[config.mk]
export PLATFORM = sky130hd
export DESIGN_NAME = spd_top
export DESIGN_NICKNAME = d
export VERILOG_FILES = /design/src/spd_pkg.sv /design/src/spd_chan_if.sv /design/src/spd_channel.sv /design/src/spd_top.sv
export SDC_FILE = /design/constraint.sdc
export NUM_CORES = 1
export LEC_CHECK = 0
export BUFFER_PORTS_ARGS = -buffer_cell sky130_fd_sc_hd__buf_2
export CORE_MARGIN = 3
export CORE_UTILIZATION = 38
export DETAILED_ROUTE_END_ITERATION = 8
export GPL_ROUTABILITY_DRIVEN = 1
export HOLD_SLACK_MARGIN = 0.1
export PLACE_DENSITY = 0.64
export SLEW_MARGIN = 20
export SYNTH_ARGS = -nofsm -noshare
export SYNTH_HDL_FRONTEND = slang
export SYNTH_SLANG_ARGS = --single-unit
export TNS_END_PERCENT = 10
[constraint.sdc]
create_clock -name clk_sys -period 2.1 [get_ports clk_sys]
set_clock_uncertainty 0.15 [all_clocks]
set_input_delay 0.105 -clock clk_sys [delete_from_list [all_inputs] [get_ports clk_sys]]
set_output_delay 0.105 -clock clk_sys [all_outputs]
set_load 0.05 [all_outputs]
[src/spd_pkg.sv]
// Purpose: Shared constants and types for the speed pulse divider
// Assumes: 200 MHz system clock
// Notes: Register map is APB, one aligned 32-bit word per register
package spd_pkg;
   localparam int unsigned SPD_CLK_HZ = 200000000;
   localparam int unsigned SPD_MIN_FREQ_HZ = 1;
   // Standstill window: one period of the minimum frequency
   localparam int unsigned SPD_STILL_CYC = SPD_CLK_HZ / SPD_MIN_FREQ_HZ;
   localparam int unsigned SPD_STILL_W = 28;
   localparam int unsigned SPD_DIV_W = 3;
   localparam logic [SPD_DIV_W-1:0] SPD_DIV2 = 3'h0;
   localparam logic [SPD_DIV_W-1:0] SPD_DIV4 = 3'h1;
   localparam logic [SPD_DIV_W-1:0] SPD_DIV8 = 3'h3;
   localparam logic [SPD_DIV_W-1:0] SPD_DIV_LAST = 3'h7;
   localparam logic [11:0] SPD_A_CTRL = 12'h000;
   localparam logic [11:0] SPD_A_STAT = 12'h004;
   localparam logic [11:0] SPD_A_IRQ = 12'h008;
   localparam logic [11:0] SPD_A_MASK = 12'h00c;
   // Control fields: div, inv, still per channel c at bit c*SPD_CTRL_STRIDE; cascade and direction mode are global bits
   localparam int unsigned SPD_CTRL_STRIDE = 4;
   localparam int unsigned SPD_F_DIV = 0;
   localparam int unsigned SPD_F_INV = 1;
   localparam int unsigned SPD_F_STILL = 2;
   localparam int unsigned SPD_F_CASC = 8;
   localparam int unsigned SPD_F_DIRMODE = 9;
   localparam logic [31:0] SPD_CTRL_RST = 32'h0000_0000;
   localparam logic [31:0] SPD_CTRL_MASK = 32'h0000_0377;
   // Event bits: still0, still1, direction change
   localparam int unsigned SPD_EV_W = 3;
   localparam int unsigned SPD_EV_DIR = 2;
   localparam logic [SPD_EV_W-1:0] SPD_EV_RST = 3'h0;
   typedef struct packed {
      logic [1:0] meta;
      logic sync;
      logic prev;
   } spd_sync_t;
endpackage : spd_pkg

[src/spd_chan_if.sv]
// Purpose: Bundle between top and one pulse channel
// Assumes: Single clock domain
// Notes: Config and result signals of a channel
`timescale 1ns/1ps
interface spd_chan_if;
   import spd_pkg::*;
   logic pulseIn;
   logic divEn;
   logic invEn;
   logic stillEn;
   logic [SPD_DIV_W-1:0] divLast;
   logic pulseOut;
   logic still;
   modport top (output pulseIn, divEn, invEn, stillEn, divLast, input pulseOut, still);
   modport chan (input pulseIn, divEn, invEn, stillEn, divLast, output pulseOut, still);
endinterface : spd_chan_if

[src/spd_channel.sv]
// Purpose: One pulse channel: divider, inversion, standstill timer
// Assumes: pulseIn already synchronised
// Notes: Toggle divider gives 50 % duty for any input duty
`timescale 1ns/1ps
module spd_channel
   import spd_pkg::*;
(
   input wire logic clk_sys,
   input wire logic nrst,
   spd_chan_if.chan ch
);
   typedef struct packed {
      logic prev;
      logic [SPD_DIV_W-1:0] cnt;
      logic half;
      logic [SPD_STILL_W-1:0] idle;
      logic still;
      logic out;
   } spd_ch_st_t;
   spd_ch_st_t s_q, s_d;
   always_comb begin
      s_d = s_q;
      s_d.prev = ch.pulseIn;
      if (ch.pulseIn && !s_q.prev) begin
         // Toggle once per half output period of rising edges
         if (s_q.cnt == ch.divLast) begin
            s_d.cnt = '0;
            s_d.half = !s_q.half;
         end else begin
            s_d.cnt = s_q.cnt + 1'b1;
         end
         s_d.idle = '0;
         s_d.still = 1'b0;
      end else if (s_q.idle >= SPD_STILL_W'(SPD_STILL_CYC - 1)) begin
         s_d.still = ch.stillEn;
      end else begin
         s_d.idle = s_q.idle + 1'b1;
      end
      if (!ch.stillEn) begin
         s_d.still = 1'b0;
      end
      // Undivided path copies the level, so zero speed holds steady
      // Next half value keeps divided and undivided paths at equal latency
      s_d.out = (ch.divEn ? s_d.half : ch.pulseIn) ^ ch.invEn;
   end
   always_ff @(posedge clk_sys or negedge nrst) begin
      if (!nrst) begin
         s_q <= '0;
      end else begin
         s_q <= s_d;
      end
   end
   assign ch.pulseOut = s_q.out;
   assign ch.still = s_q.still;
endmodule : spd_channel

[src/spd_top.sv]
// Purpose: Speed pulse repeater core with divider, standstill and direction
// Assumes: Sensor inputs asynchronous; APB slave registers
// Notes: Direction variant selected by control bit
// Function
// - Each channel passes pulses undivided or divided by two per its own setting.
// - A build option makes the divided ratio any even value from four to sixteen instead of two.
// - Divided output has equal high and low times whatever the input duty.
// - Cascading the first output into the second input reaches at most two hundred fifty-six.
// - Each channel can invert its output.
// - Undivided output is a steady level copy of the input, even at zero speed.
// - Standstill is flagged when the pulse rate falls below a minimum.
// - The standstill flag asserts below one hertz when detection is enabled.
// - In direction mode the first output carries the travel direction level.
// - Travel direction only updates on a rising edge of the second input.
// - In direction mode the second output repeats the second input pulses.
// - First channel inversion flips the travel direction polarity.
//
// The address map and the APB slave port were decided locally.
`timescale 1ns/1ps
module spd_top
   import spd_pkg::*;
#(
   parameter logic [SPD_DIV_W-1:0] DIV_RATIO_LAST = SPD_DIV2
)
(
   input wire logic clk_sys,
   input wire logic nrst,
   input wire logic psel,
   input wire logic penable,
   input wire logic pwrite,
   input wire logic [11:0] paddr,
   input wire logic [31:0] pwdata,
   output logic [31:0] prdata,
   output logic pready,
   output logic pslverr,
   input wire logic firstInputPulse,
   input wire logic secondInputPulse,
   output logic firstOutputDirectionLevel,
   output logic secondOutputPulse,
   output logic [1:0] standstill,
   output logic irq
);
   typedef struct packed {
      spd_sync_t s0;
      spd_sync_t s1;
      logic [31:0] ctrl;
      logic [SPD_EV_W-1:0] stat;
      logic [SPD_EV_W-1:0] mask;
      logic [1:0] stillPrev;
      logic travelDirection;
      logic out0;
      logic out1;
      logic [31:0] rdata;
   } spd_st_t;
   spd_st_t s_q, s_d;
   spd_chan_if ch0 ();
   spd_chan_if ch1 ();
   logic wrEn;
   logic rdEn;
   logic hit;
   logic dirMode;

   function automatic logic addrHit(input logic [11:0] a);
      addrHit = (a == SPD_A_CTRL) || (a == SPD_A_STAT) || (a == SPD_A_IRQ) || (a == SPD_A_MASK);
   endfunction : addrHit

   function automatic logic ctrlBit(input logic [31:0] c, input int unsigned ch,
                                    input int unsigned f);
      ctrlBit = c[ch * SPD_CTRL_STRIDE + f];
   endfunction : ctrlBit

   assign hit = addrHit(paddr);
   assign wrEn = psel && penable && pwrite && hit;
   assign rdEn = psel && !penable && !pwrite;
   assign dirMode = s_q.ctrl[SPD_F_DIRMODE];

   // Cascade feeds divided first output into second divider: 16 x 16 = 256 max
   assign ch0.pulseIn = s_q.s0.sync;
   // Direction mode ignores cascade so the second output stays a copy of its input
   assign ch1.pulseIn = (s_q.ctrl[SPD_F_CASC] && !dirMode) ? ch0.pulseOut : s_q.s1.sync;
   assign ch0.divEn = ctrlBit(s_q.ctrl, 0, SPD_F_DIV);
   assign ch1.divEn = ctrlBit(s_q.ctrl, 1, SPD_F_DIV) && !dirMode;
   assign ch0.invEn = ctrlBit(s_q.ctrl, 0, SPD_F_INV);
   assign ch1.invEn = ctrlBit(s_q.ctrl, 1, SPD_F_INV);
   assign ch0.stillEn = ctrlBit(s_q.ctrl, 0, SPD_F_STILL);
   assign ch1.stillEn = ctrlBit(s_q.ctrl, 1, SPD_F_STILL);
   assign ch0.divLast = DIV_RATIO_LAST;
   assign ch1.divLast = DIV_RATIO_LAST;

   spd_channel uCh0 (
      .clk_sys(clk_sys),
      .nrst(nrst),
      .ch(ch0.chan)
   );
   spd_channel uCh1 (
      .clk_sys(clk_sys),
      .nrst(nrst),
      .ch(ch1.chan)
   );

   always_comb begin
      logic [SPD_EV_W-1:0] ev;
      logic [1:0] stillNow;
      ev = '0;
      stillNow = {ch1.still, ch0.still};
      s_d = s_q;
      // First stage feeds only the second stage
      s_d.s0.meta = {s_q.s0.meta[0], firstInputPulse};
      s_d.s0.sync = s_q.s0.meta[1];
      s_d.s0.prev = s_q.s0.sync;
      s_d.s1.meta = {s_q.s1.meta[0], secondInputPulse};
      s_d.s1.sync = s_q.s1.meta[1];
      s_d.s1.prev = s_q.s1.sync;
      if (s_q.s1.sync && !s_q.s1.prev) begin
         s_d.travelDirection = s_q.s0.sync;
         ev[SPD_EV_DIR] = dirMode && (s_q.s0.sync != s_q.travelDirection);
      end
      ev[1:0] = stillNow & ~s_q.stillPrev;
      s_d.stillPrev = stillNow;
      if (dirMode) begin
         s_d.out0 = s_q.travelDirection ^ ch0.invEn;
      end else begin
         s_d.out0 = ch0.pulseOut;
      end
      s_d.out1 = ch1.pulseOut;
      if (wrEn && paddr == SPD_A_CTRL) begin
         s_d.ctrl = pwdata & SPD_CTRL_MASK;
      end
      if (wrEn && paddr == SPD_A_MASK) begin
         s_d.mask = pwdata[SPD_EV_W-1:0];
      end
      // Set wins over a same-cycle write-one clear
      if (wrEn && paddr == SPD_A_IRQ) begin
         s_d.stat = s_q.stat & ~pwdata[SPD_EV_W-1:0];
      end
      s_d.stat = s_d.stat | ev;
      if (rdEn) begin
         unique case (paddr)
            SPD_A_CTRL: s_d.rdata = s_q.ctrl;
            SPD_A_STAT: s_d.rdata = {28'h0000000, dirMode, s_q.travelDirection, stillNow};
            SPD_A_IRQ: s_d.rdata = {29'h00000000, s_q.stat};
            SPD_A_MASK: s_d.rdata = {29'h00000000, s_q.mask};
            default: s_d.rdata = 32'h0000_0000;
         endcase
      end
   end

   always_ff @(posedge clk_sys or negedge nrst) begin
      if (!nrst) begin
         s_q <= '0;
         s_q.ctrl <= SPD_CTRL_RST;
         s_q.stat <= SPD_EV_RST;
         s_q.mask <= SPD_EV_RST;
      end else begin
         s_q <= s_d;
      end
   end

   assign prdata = s_q.rdata;
   assign pready = 1'b1;
   assign pslverr = psel && penable && !hit;
   assign firstOutputDirectionLevel = s_q.out0;
   assign secondOutputPulse = s_q.out1;
   assign standstill = {ch1.still, ch0.still};
   assign irq = |(s_q.stat & s_q.mask);
endmodule : spd_top

Yosys cells after proc, flatten, opt, wreduce, memory -nomap -nowiden:

Index checks and enable logic that the tools add are counted.

* register bits: 128
* input port bits: 51
* output and inout bits: 39

* add/sub/neg operators: 4
* magnitude comparators: 2
* eq/ne operators: 8
* multiplexer cells: 21
* bitwise operators: 9
* reduce and logical (&&, ||, !) cells: 31

Operators with widths (count)
* 2-to-1 mux 29 bit: 2
* adder 28 x 1 -> 28 bit (second input constant): 2
* >= comparator 28 bit (second input constant): 2
* 2-to-1 mux 28 bit: 2
* case mux 10 bit (4 select lines): 1
* equality test 12 x 4 -> 1 bit (second input constant): 2
* logical AND 1 bit: 15
* 2-to-1 mux 1 bit: 13
* equality test 12 x 3 -> 1 bit (second input constant): 1
* zero test 12 bit: 1
* zero test 1 bit: 9
* 2-to-1 mux 3 bit: 3
* adder 3 x 1 -> 3 bit (second input constant): 2
* bitwise AND 3 bit: 2
* zero test 3 bit: 2
* != test 3 x 1 -> 1 bit (second input constant): 2
* != test 2 x 1 -> 1 bit (second input constant): 2
* logical OR 1 bit: 3
* NOT 3 bit: 1
* OR 3 bit: 1
* OR reduction 3 bit: 1
* XOR 1 bit: 3
* bitwise AND 2 bit: 1
* NOT 2 bit: 1
* != test 1 bit: 1

Longest topological paths before layout:

Gate-level depths: netlist of the first run.

* depth in word-level cells: 8
* depth in mapped cells: 9

By module:

From an unflattened synthesis of the first run, not the netlist that was laid out.

* cells, all modules: 571
* area, all modules: 5774.3 sq um

Modules (own cells, without submodules)
* spd_channel at uCh1: times used 1, cells an instance 219, area an instance 2102.0 sq um
* spd_channel at uCh0: times used 1, cells an instance 198, area an instance 1904.3 sq um
* spd_top: times used 1, cells an instance 154, area an instance 1767.9 sq um

Least setup slack after synthesis of the first run:

No wires, ideal clock.

* path type: reg2reg
* from: reg uCh0.s_q[2] (netlist name)
* to: reg uCh0.s_q[21] (netlist name)
* arrival time: 1.892 ns
* required time: 1.872 ns
* setup slack: -0.020 ns
* stages on the path, launching flop included: 8
* clock period less this slack: 2.120 ns
* cells stage by stage: dfrtp_1 > ha_1 > nand3_1 > o31ai_1 > a32o_1 > buf_4 > or4_1 > a21oi_1

* word-level cells in the longest chain between the ends: 3
* elaborated cells on any way between the ends: 5

RTL lines
* start: declaration: line spd_channel.sv:20 `spd_ch_st_t s_q, s_d;`
* start signal: assignment: line spd_channel.sv:48 `s_q <= '0;`
* start signal: assignment: line spd_channel.sv:50 `s_q <= s_d;`
* adder 28 x 1 -> 28 bit: line spd_channel.sv:37 `s_d.idle = s_q.idle + 1'b1;`
* 2-to-1 mux 28 bit: line spd_channel.sv:34 `end else if (s_q.idle >= SPD_STILL_W'(SPD_STILL_CYC - 1)) begin`
* 2-to-1 mux 29 bit: line spd_channel.sv:24 `if (ch.pulseIn && !s_q.prev) begin`

Several ways; a longest one is shown, not always the timed one. The select of a mux whose other input is x is not followed.
A chain may end at the register's enable or synchronous reset.

Final worst setup path of the first run:

* from: reg uCh0.s_q[23] (netlist name)
* to: reg uCh0.s_q[11] (netlist name)

* word-level cells in the longest chain between the ends: 2

RTL lines (line)
* >= comparator 28 bit: spd_channel.sv:34
* != test 2 x 1 -> 1 bit (no source line)

Every way passes these cells.

==> metrics.yaml, run 1 <==
final_cells: 836
period_share: 1.00
initial_core_util: 0.394
clock_latency_ns: 0.35
cts-buffers-inserted: 9
drv_slew: 0
multi_input_area_mm2: 0.00265
drive_above_1_share: 0.256
ant_nets: 0
fill_cells: 1300
avgRoutedWirePerCell_um: 14.9
die_h_um: 127
wl_um: 12500
ir_worst_vdd_uv: 424
portBuffers: 41
synth_edf_count: 0
power.total_uw: 4430
slew_headroom: 0.646
max_freq_mhz: 476
clkSlewWorstSetupHoldPaths_ns: 0.08
synthCells: 561
dp.cells: 800
worst_slew_pin_slew_ns: 0.526
synth-seq-area-share: 0.473
dieArea_mm2: 0.0161
power_leakage_uw: 0.00301
area_growth_syn_to_layout_pct: 21.3
grt_pass1_wl_um: 21100
final-seq-area_mm2: 0.00263
cts_tree: "done"
cp.arrival_ns: 2.23
syn_avg_cell_area_um2: 9.90
yosysWarnings: 0
rsz0062_at_grt: "true"
crit_path_end_kind: "flop"
p_per_area_mw_per_mm2: 658
grt_pass1_vias: 4461
nNetsFinal: 708
drcViolationCount: 0
setup_violations: 1
violations: "setup timing"
root_buffer: "clkbuf_16"
vias: 4546
cp-start-kind: "flop"
ioPinCount: 90
layout_setup_ws_ns: -0.00161
hpwl_um: 8790
cp.required_ns: 2.22
yosysUniqueCellTypes: 59
antenna_found_initial: 0
crit_type: "reg2reg"
fp.coreArea_mm2: 0.0141
ys_seq_elements: 105
outcome: "complete, but fails checks"
firstDrtPassIters: 4
h-tree-depth: 3
grt_max_degree: 49
num_rows: 43
n_antenna_cell: 0
worstPathMaxFanout: 29
globalRouteOverflowTotal: 0
die_w_um: 127
final_common_cell: "dfrtp_1"
viasPerCell: 5.44
worstHoldPathType: "in2async"
synth_area_mm2: 0.00555
period_needed_ns: 2.10
cts_buffer_depth: 2
grt_util_all_layers: 0.157
finalWeightedCongestion: 0.825
ys_async_sr_fraction: 1.00
finalHoldViolations: 0
synthFlopType: "dfrtp_1"
mostFrequentLayoutCells: "dfrtp_1, buf_4, nand2_1"
drt_iter0_drc: 351
clock_sinks: 105
maxCapViolations: 0
[cell families after synthesis]
| logic type | share of synthesized area |
|---|---|
| fa+ha+maj | 0.0135 |
| mux | 0.0424 |
| flops | 0.473 |
| other cells | 0.00135 |
| xor+xnor | 0.0252 |
| compound gates | 0.140 |
| simple gates | 0.224 |
| buf+inv | 0.0800 |
[path summary, 6_finish.rpt]
kind,start,to,slack (ns),cells past startpoint
min reg2reg,s_d[76],s_d[75],0.20,0
min,nrst,uCh1.s_q[11],0.1,2
max reg2reg,uCh0.s_q[23],uCh0.s_q[11],-0.002,6
max in group asynchronous,nrst,prdata[0],1.12,3
min in group clk_sys,paddr[1],prdata[3],0.13,4
max,uCh0.s_q[23],uCh0.s_q[11],-0.002,6
[flip-flops by register name (all words and copies together) (netlist names), 5 cells and up]
register  cells
uCh1.s_q     33
uCh0.s_q     33
prdata        9
s_d           5
s_q          12
[layout make-up]
class	count	area share
well taps	180	0.0334
clock buffers	9	0.0334
inverters	14	0.00780
repair buffers	119	0.131
flip-flops and latches	105	0.390
clock inverters	7	0.0106
multi-input cells	402	0.393
[cell usage after synthesis, drive strengths merged, types with 4 or more instances]
cell type | count | area, µm²
dfrtp | 105 | 2630
buf | 50 | 347
nand2 | 46 | 173
a21oi | 41 | 205
o21ai | 34 | 170
or3 | 26 | 163
nand4 | 25 | 156
nor2 | 25 | 93.8
nand3 | 21 | 105
or4 | 18 | 135
and3 | 15 | 98.8
inv | 14 | 52.6
mux2 | 14 | 158
o31ai | 13 | 97.6
clkbuf | 12 | 45.0
nor4 | 11 | 115
xnor2 | 10 | 87.6
a22o | 9 | 87.6
and2 | 7 | 43.8
ha | 6 | 75.1
xor2 | 6 | 52.6
nor3 | 5 | 25.0
and4 | 4 | 37.5
nand2b | 4 | 25.0
o211ai | 4 | 30.0
[what timing repair did]
item | CTS | global route
hold buffers | 18 | 0
endpoints found under the hold margin | 125 | 0
gates cloned | 0 | 0
pin swaps | 1 | 7
buffers inserted | 0 | 2
gates resized for setup | 8 | 16
endpoints found under the setup margin | 16 | 26
[critical path: stages (launching register included)]
cell and delay, ns:
dfrtp_1 0.39, and3_4 0.19, and3_4 0.17, a32o_2 0.29, buf_12 0.16, or4_4 0.50
a21oi_2 0.17
[routing by layer]
metal,vias up,share of wire,global-route usage
met3,16,0.046,0.0282
met5,-,0,0
met1,2216,0.46,0.212
met2,120,0.48,0.259
met4,0,0.013,0.0467
li1,2194,-,-
[through the flow]
stage	worst slack [ns]	hold slack (ns)	setup TNS, ns	util	cell area (µm²)
2_1_floorplan	0.0286	-0.341	0	-	5640
3_3_place_gp	-0.0305	-0.0936	-0.0852	0.437	6150
3_5_place_dp	-0.0797	-0.0890	-0.393	0.437	6150
4_1_cts	-0.00447	0.116	-0.00678	0.472	6660
5_1_grt	-0.0640	0.149	-0.680	0.478	6730
6_report	-0.00161	0.0964	-0.00161	0.478	6730
[power breakdown]
part | internal (µW) | switching (µW) | total, µW | leakage [µW]
Combinational | 223 | 363 | 586 | 0.00145
Clock | 840 | 806 | 1650 | 0.000146
Sequential | 2120 | 76.7 | 2200 | 0.00142
Power figures use the tool's default switching activity.
==> run 2: changes to the inputs <==
CORE_UTILIZATION = 51   (was 38)
PLACE_DENSITY = 0.8   (was 0.64)
==> run 2 against run 1 <==
Critical path depth is the same. Sequential share of layout area up 1.1 points. First-iteration DRC count down 17%. Highest routed layer unchanged. The flow still finishes with violations (setup timing).
==> metrics.yaml, run 2 (same netlist as run 1, synthesis figures left out) <==
outcome: "complete, but fails checks"
violations: "setup timing"
h-tree-depth: 3  # unchanged
num_rows: 37  # -14%
cts_tree: "done"
viasPerCell: 5.91  # +8.6%
worst_slew_pin_slew_ns: 0.635  # +0.109 ns
cp.required_ns: 2.25  # +0.03 ns
worstPathMaxFanout: 19  # -34%
final_cells: 782  # -6.5%
wl_um: 12500  # +0.57%
cts-buffers-inserted: 9  # unchanged
drive_above_1_share: 0.240  # -0.0162
antenna_found_initial: 0  # unchanged
cpMaxStageDelayCell: "or4_1"
vias: 4620  # +1.6%
rsz0062_at_grt: "true"
grt_pass1_wl_um: 20400  # -3.5%
firstDrtPassIters: 5  # +1
layout_setup_ws_ns: -0.119  # -0.118 ns
slowest_delay_ns: 0.52  # +0.02 ns
crit_path_end_kind: "flop"
crit_type: "reg2reg"
cts_buffer_depth: 2  # unchanged
power.total_uw: 4090  # -7.6%
final_area_mm2: 0.00655  # -2.7%
maxCapViolations: 0  # unchanged
placed_cell_area_mm2: 0.00600  # -2.5%
die_w_um: 110  # -13%
grt_util_all_layers: 0.210  # +0.0532
initial_core_util: 0.531  # +0.137
cp.arrival_ns: 2.37  # +0.14 ns
clock_latency_ns: 0.38  # +0.03 ns
finalHoldViolations: 0  # unchanged
crit_buf_inv: 1  # unchanged
final_common_cell: "dfrtp_1"
hold_slack_ns: 0.00339  # -0.0930 ns
grt_pass1_vias: 4495  # +0.76%
worstHoldPathType: "in2reg"
crit_family: "compound AO/OA/AOI/OAI gates"
max_freq_mhz: 451  # -5.3%
period_needed_ns: 2.22  # +0.118 ns
clkSlewWorstSetupHoldPaths_ns: 0.11  # +0.03 ns
dieArea_mm2: 0.0122  # -24%
drt_iter0_drc: 290  # -17%
p_per_area_mw_per_mm2: 625  # -5.1%
ioPinCount: 90  # unchanged
die_h_um: 110  # -13%
dp.cells: 743  # -7.1%
portBuffers: 41  # unchanged
ir_worst_vdd_uv: 406  # -4.2%
globalRouteOverflowTotal: 0  # unchanged
area_growth_syn_to_layout_pct: 18.0
drv_slew: 0  # unchanged
largestRegisters: "uCh0.s_q: 33 flops, uCh1.s_q: 33 flops, s_q: 12 flops"
n_antenna_cell: 0  # unchanged
slew_headroom: 0.566  # -0.0805
cp-start-kind: "flop"
fp.coreArea_mm2: 0.0105  # -26%
post-place-ws_ns: -0.0551  # +0.0245 ns
fill_cells: 798  # -39%
period_share: 1.06  # +0.0561
nNetsFinal: 698  # -1.4%
avgRoutedWirePerCell_um: 16.0  # +7.5%
setup_violations: 7  # +6
clock_sinks: 105  # unchanged
root_buffer: "clkbuf_8"
power_leakage_uw: 0.00293  # -2.8%
finalWeightedCongestion: 0.892  # +8.1%
hpwl_um: 8320  # -5.3%
grt_max_degree: 41  # -16%
hold_buffers: 21  # +3
mostFrequentLayoutCells: "dfrtp_1, nand2_1, buf_4"
ant_nets: 0  # unchanged
drcViolationCount: 0  # unchanged
crit_chain: "a211oi_1 > o21ai_2 > a32o_2 > buf_12 > or4_1 > a21oi_1"
==> run 2: cell types whose count changed in the layout (fill, tap and decap cells not counted), sizes merged <==
cell,previous run,this run
buf,101,89
dlygate4sd3,18,20
==> run 2: area by class of cell <==
| cell class | count | area (µm²) | area share |
|---|---|---|---|
| multi-input cells | 402 | 2660 | 0.406 |
| repair buffers | 109 | 838 | 0.128 |
| clock inverters | 7 | 81.3 | 0.0124 |
| well taps | 136 | 170 | 0.0260 |
| clock buffers | 9 | 124 | 0.0189 |
| inverters | 14 | 52.6 | 0.00802 |
| flip-flops and latches | 105 | 2630 | 0.401 |
==> run 2: worst register-to-register path, stage by stage, from the launching register on <==
cell and delay [ns]:
dfrtp_1 0.47, a211oi_1 0.29, o21ai_2 0.13, a32o_2 0.28
buf_12 0.15, or4_1 0.52, a21oi_1 0.15
==> run 2: final timing paths <==
path,from,end,slack (ns),cells past startpoint
max reg2reg,uCh0.s_q[28],uCh0.s_q[21],-0.12,6
max,uCh0.s_q[28],uCh0.s_q[21],-0.12,6
min reg2reg,s_d[80],ch0.pulseIn,0.21,0
min,paddr[5],prdata[3],0.003,4
min in group asynchronous,nrst,uCh1.s_q[19],0.13,3
max in group asynchronous,nrst,ch0.invEn,1.45,3
==> run 2: where the power goes <==
part | switching [µW] | total, µW | internal [µW] | leakage (µW)
Sequential | 75.5 | 2200 | 2120 | 0.00141
Combinational | 386 | 625 | 239 | 0.00141
Clock | 790 | 1270 | 479 | 0.000104
==> run 2: stage by stage <==
stage	TNS (ns)	util
global route	-2.22	0.626
global placement	0	0.574
CTS	-0.0472	0.616
detailed placement	-0.131	0.574
finish	-0.493	0.626
floorplan	0	-
==> run 2: timing repair <==
item | CTS | global route
endpoints found under the hold margin | 130 | 1
buffers inserted | 1 | 1
endpoints found under the setup margin | 20 | 49
pin swaps | 3 | 3
resized for setup | 5 | 20
==> run 2: per-layer routing <==
metal,vias up,global-route usage,share of wire
met4,0,0.0800,0.016
met1,2235,0.266,0.43
met5,-,0,0
li1,2181,-,-
met3,20,0.0309,0.054
met2,184,0.365,0.50
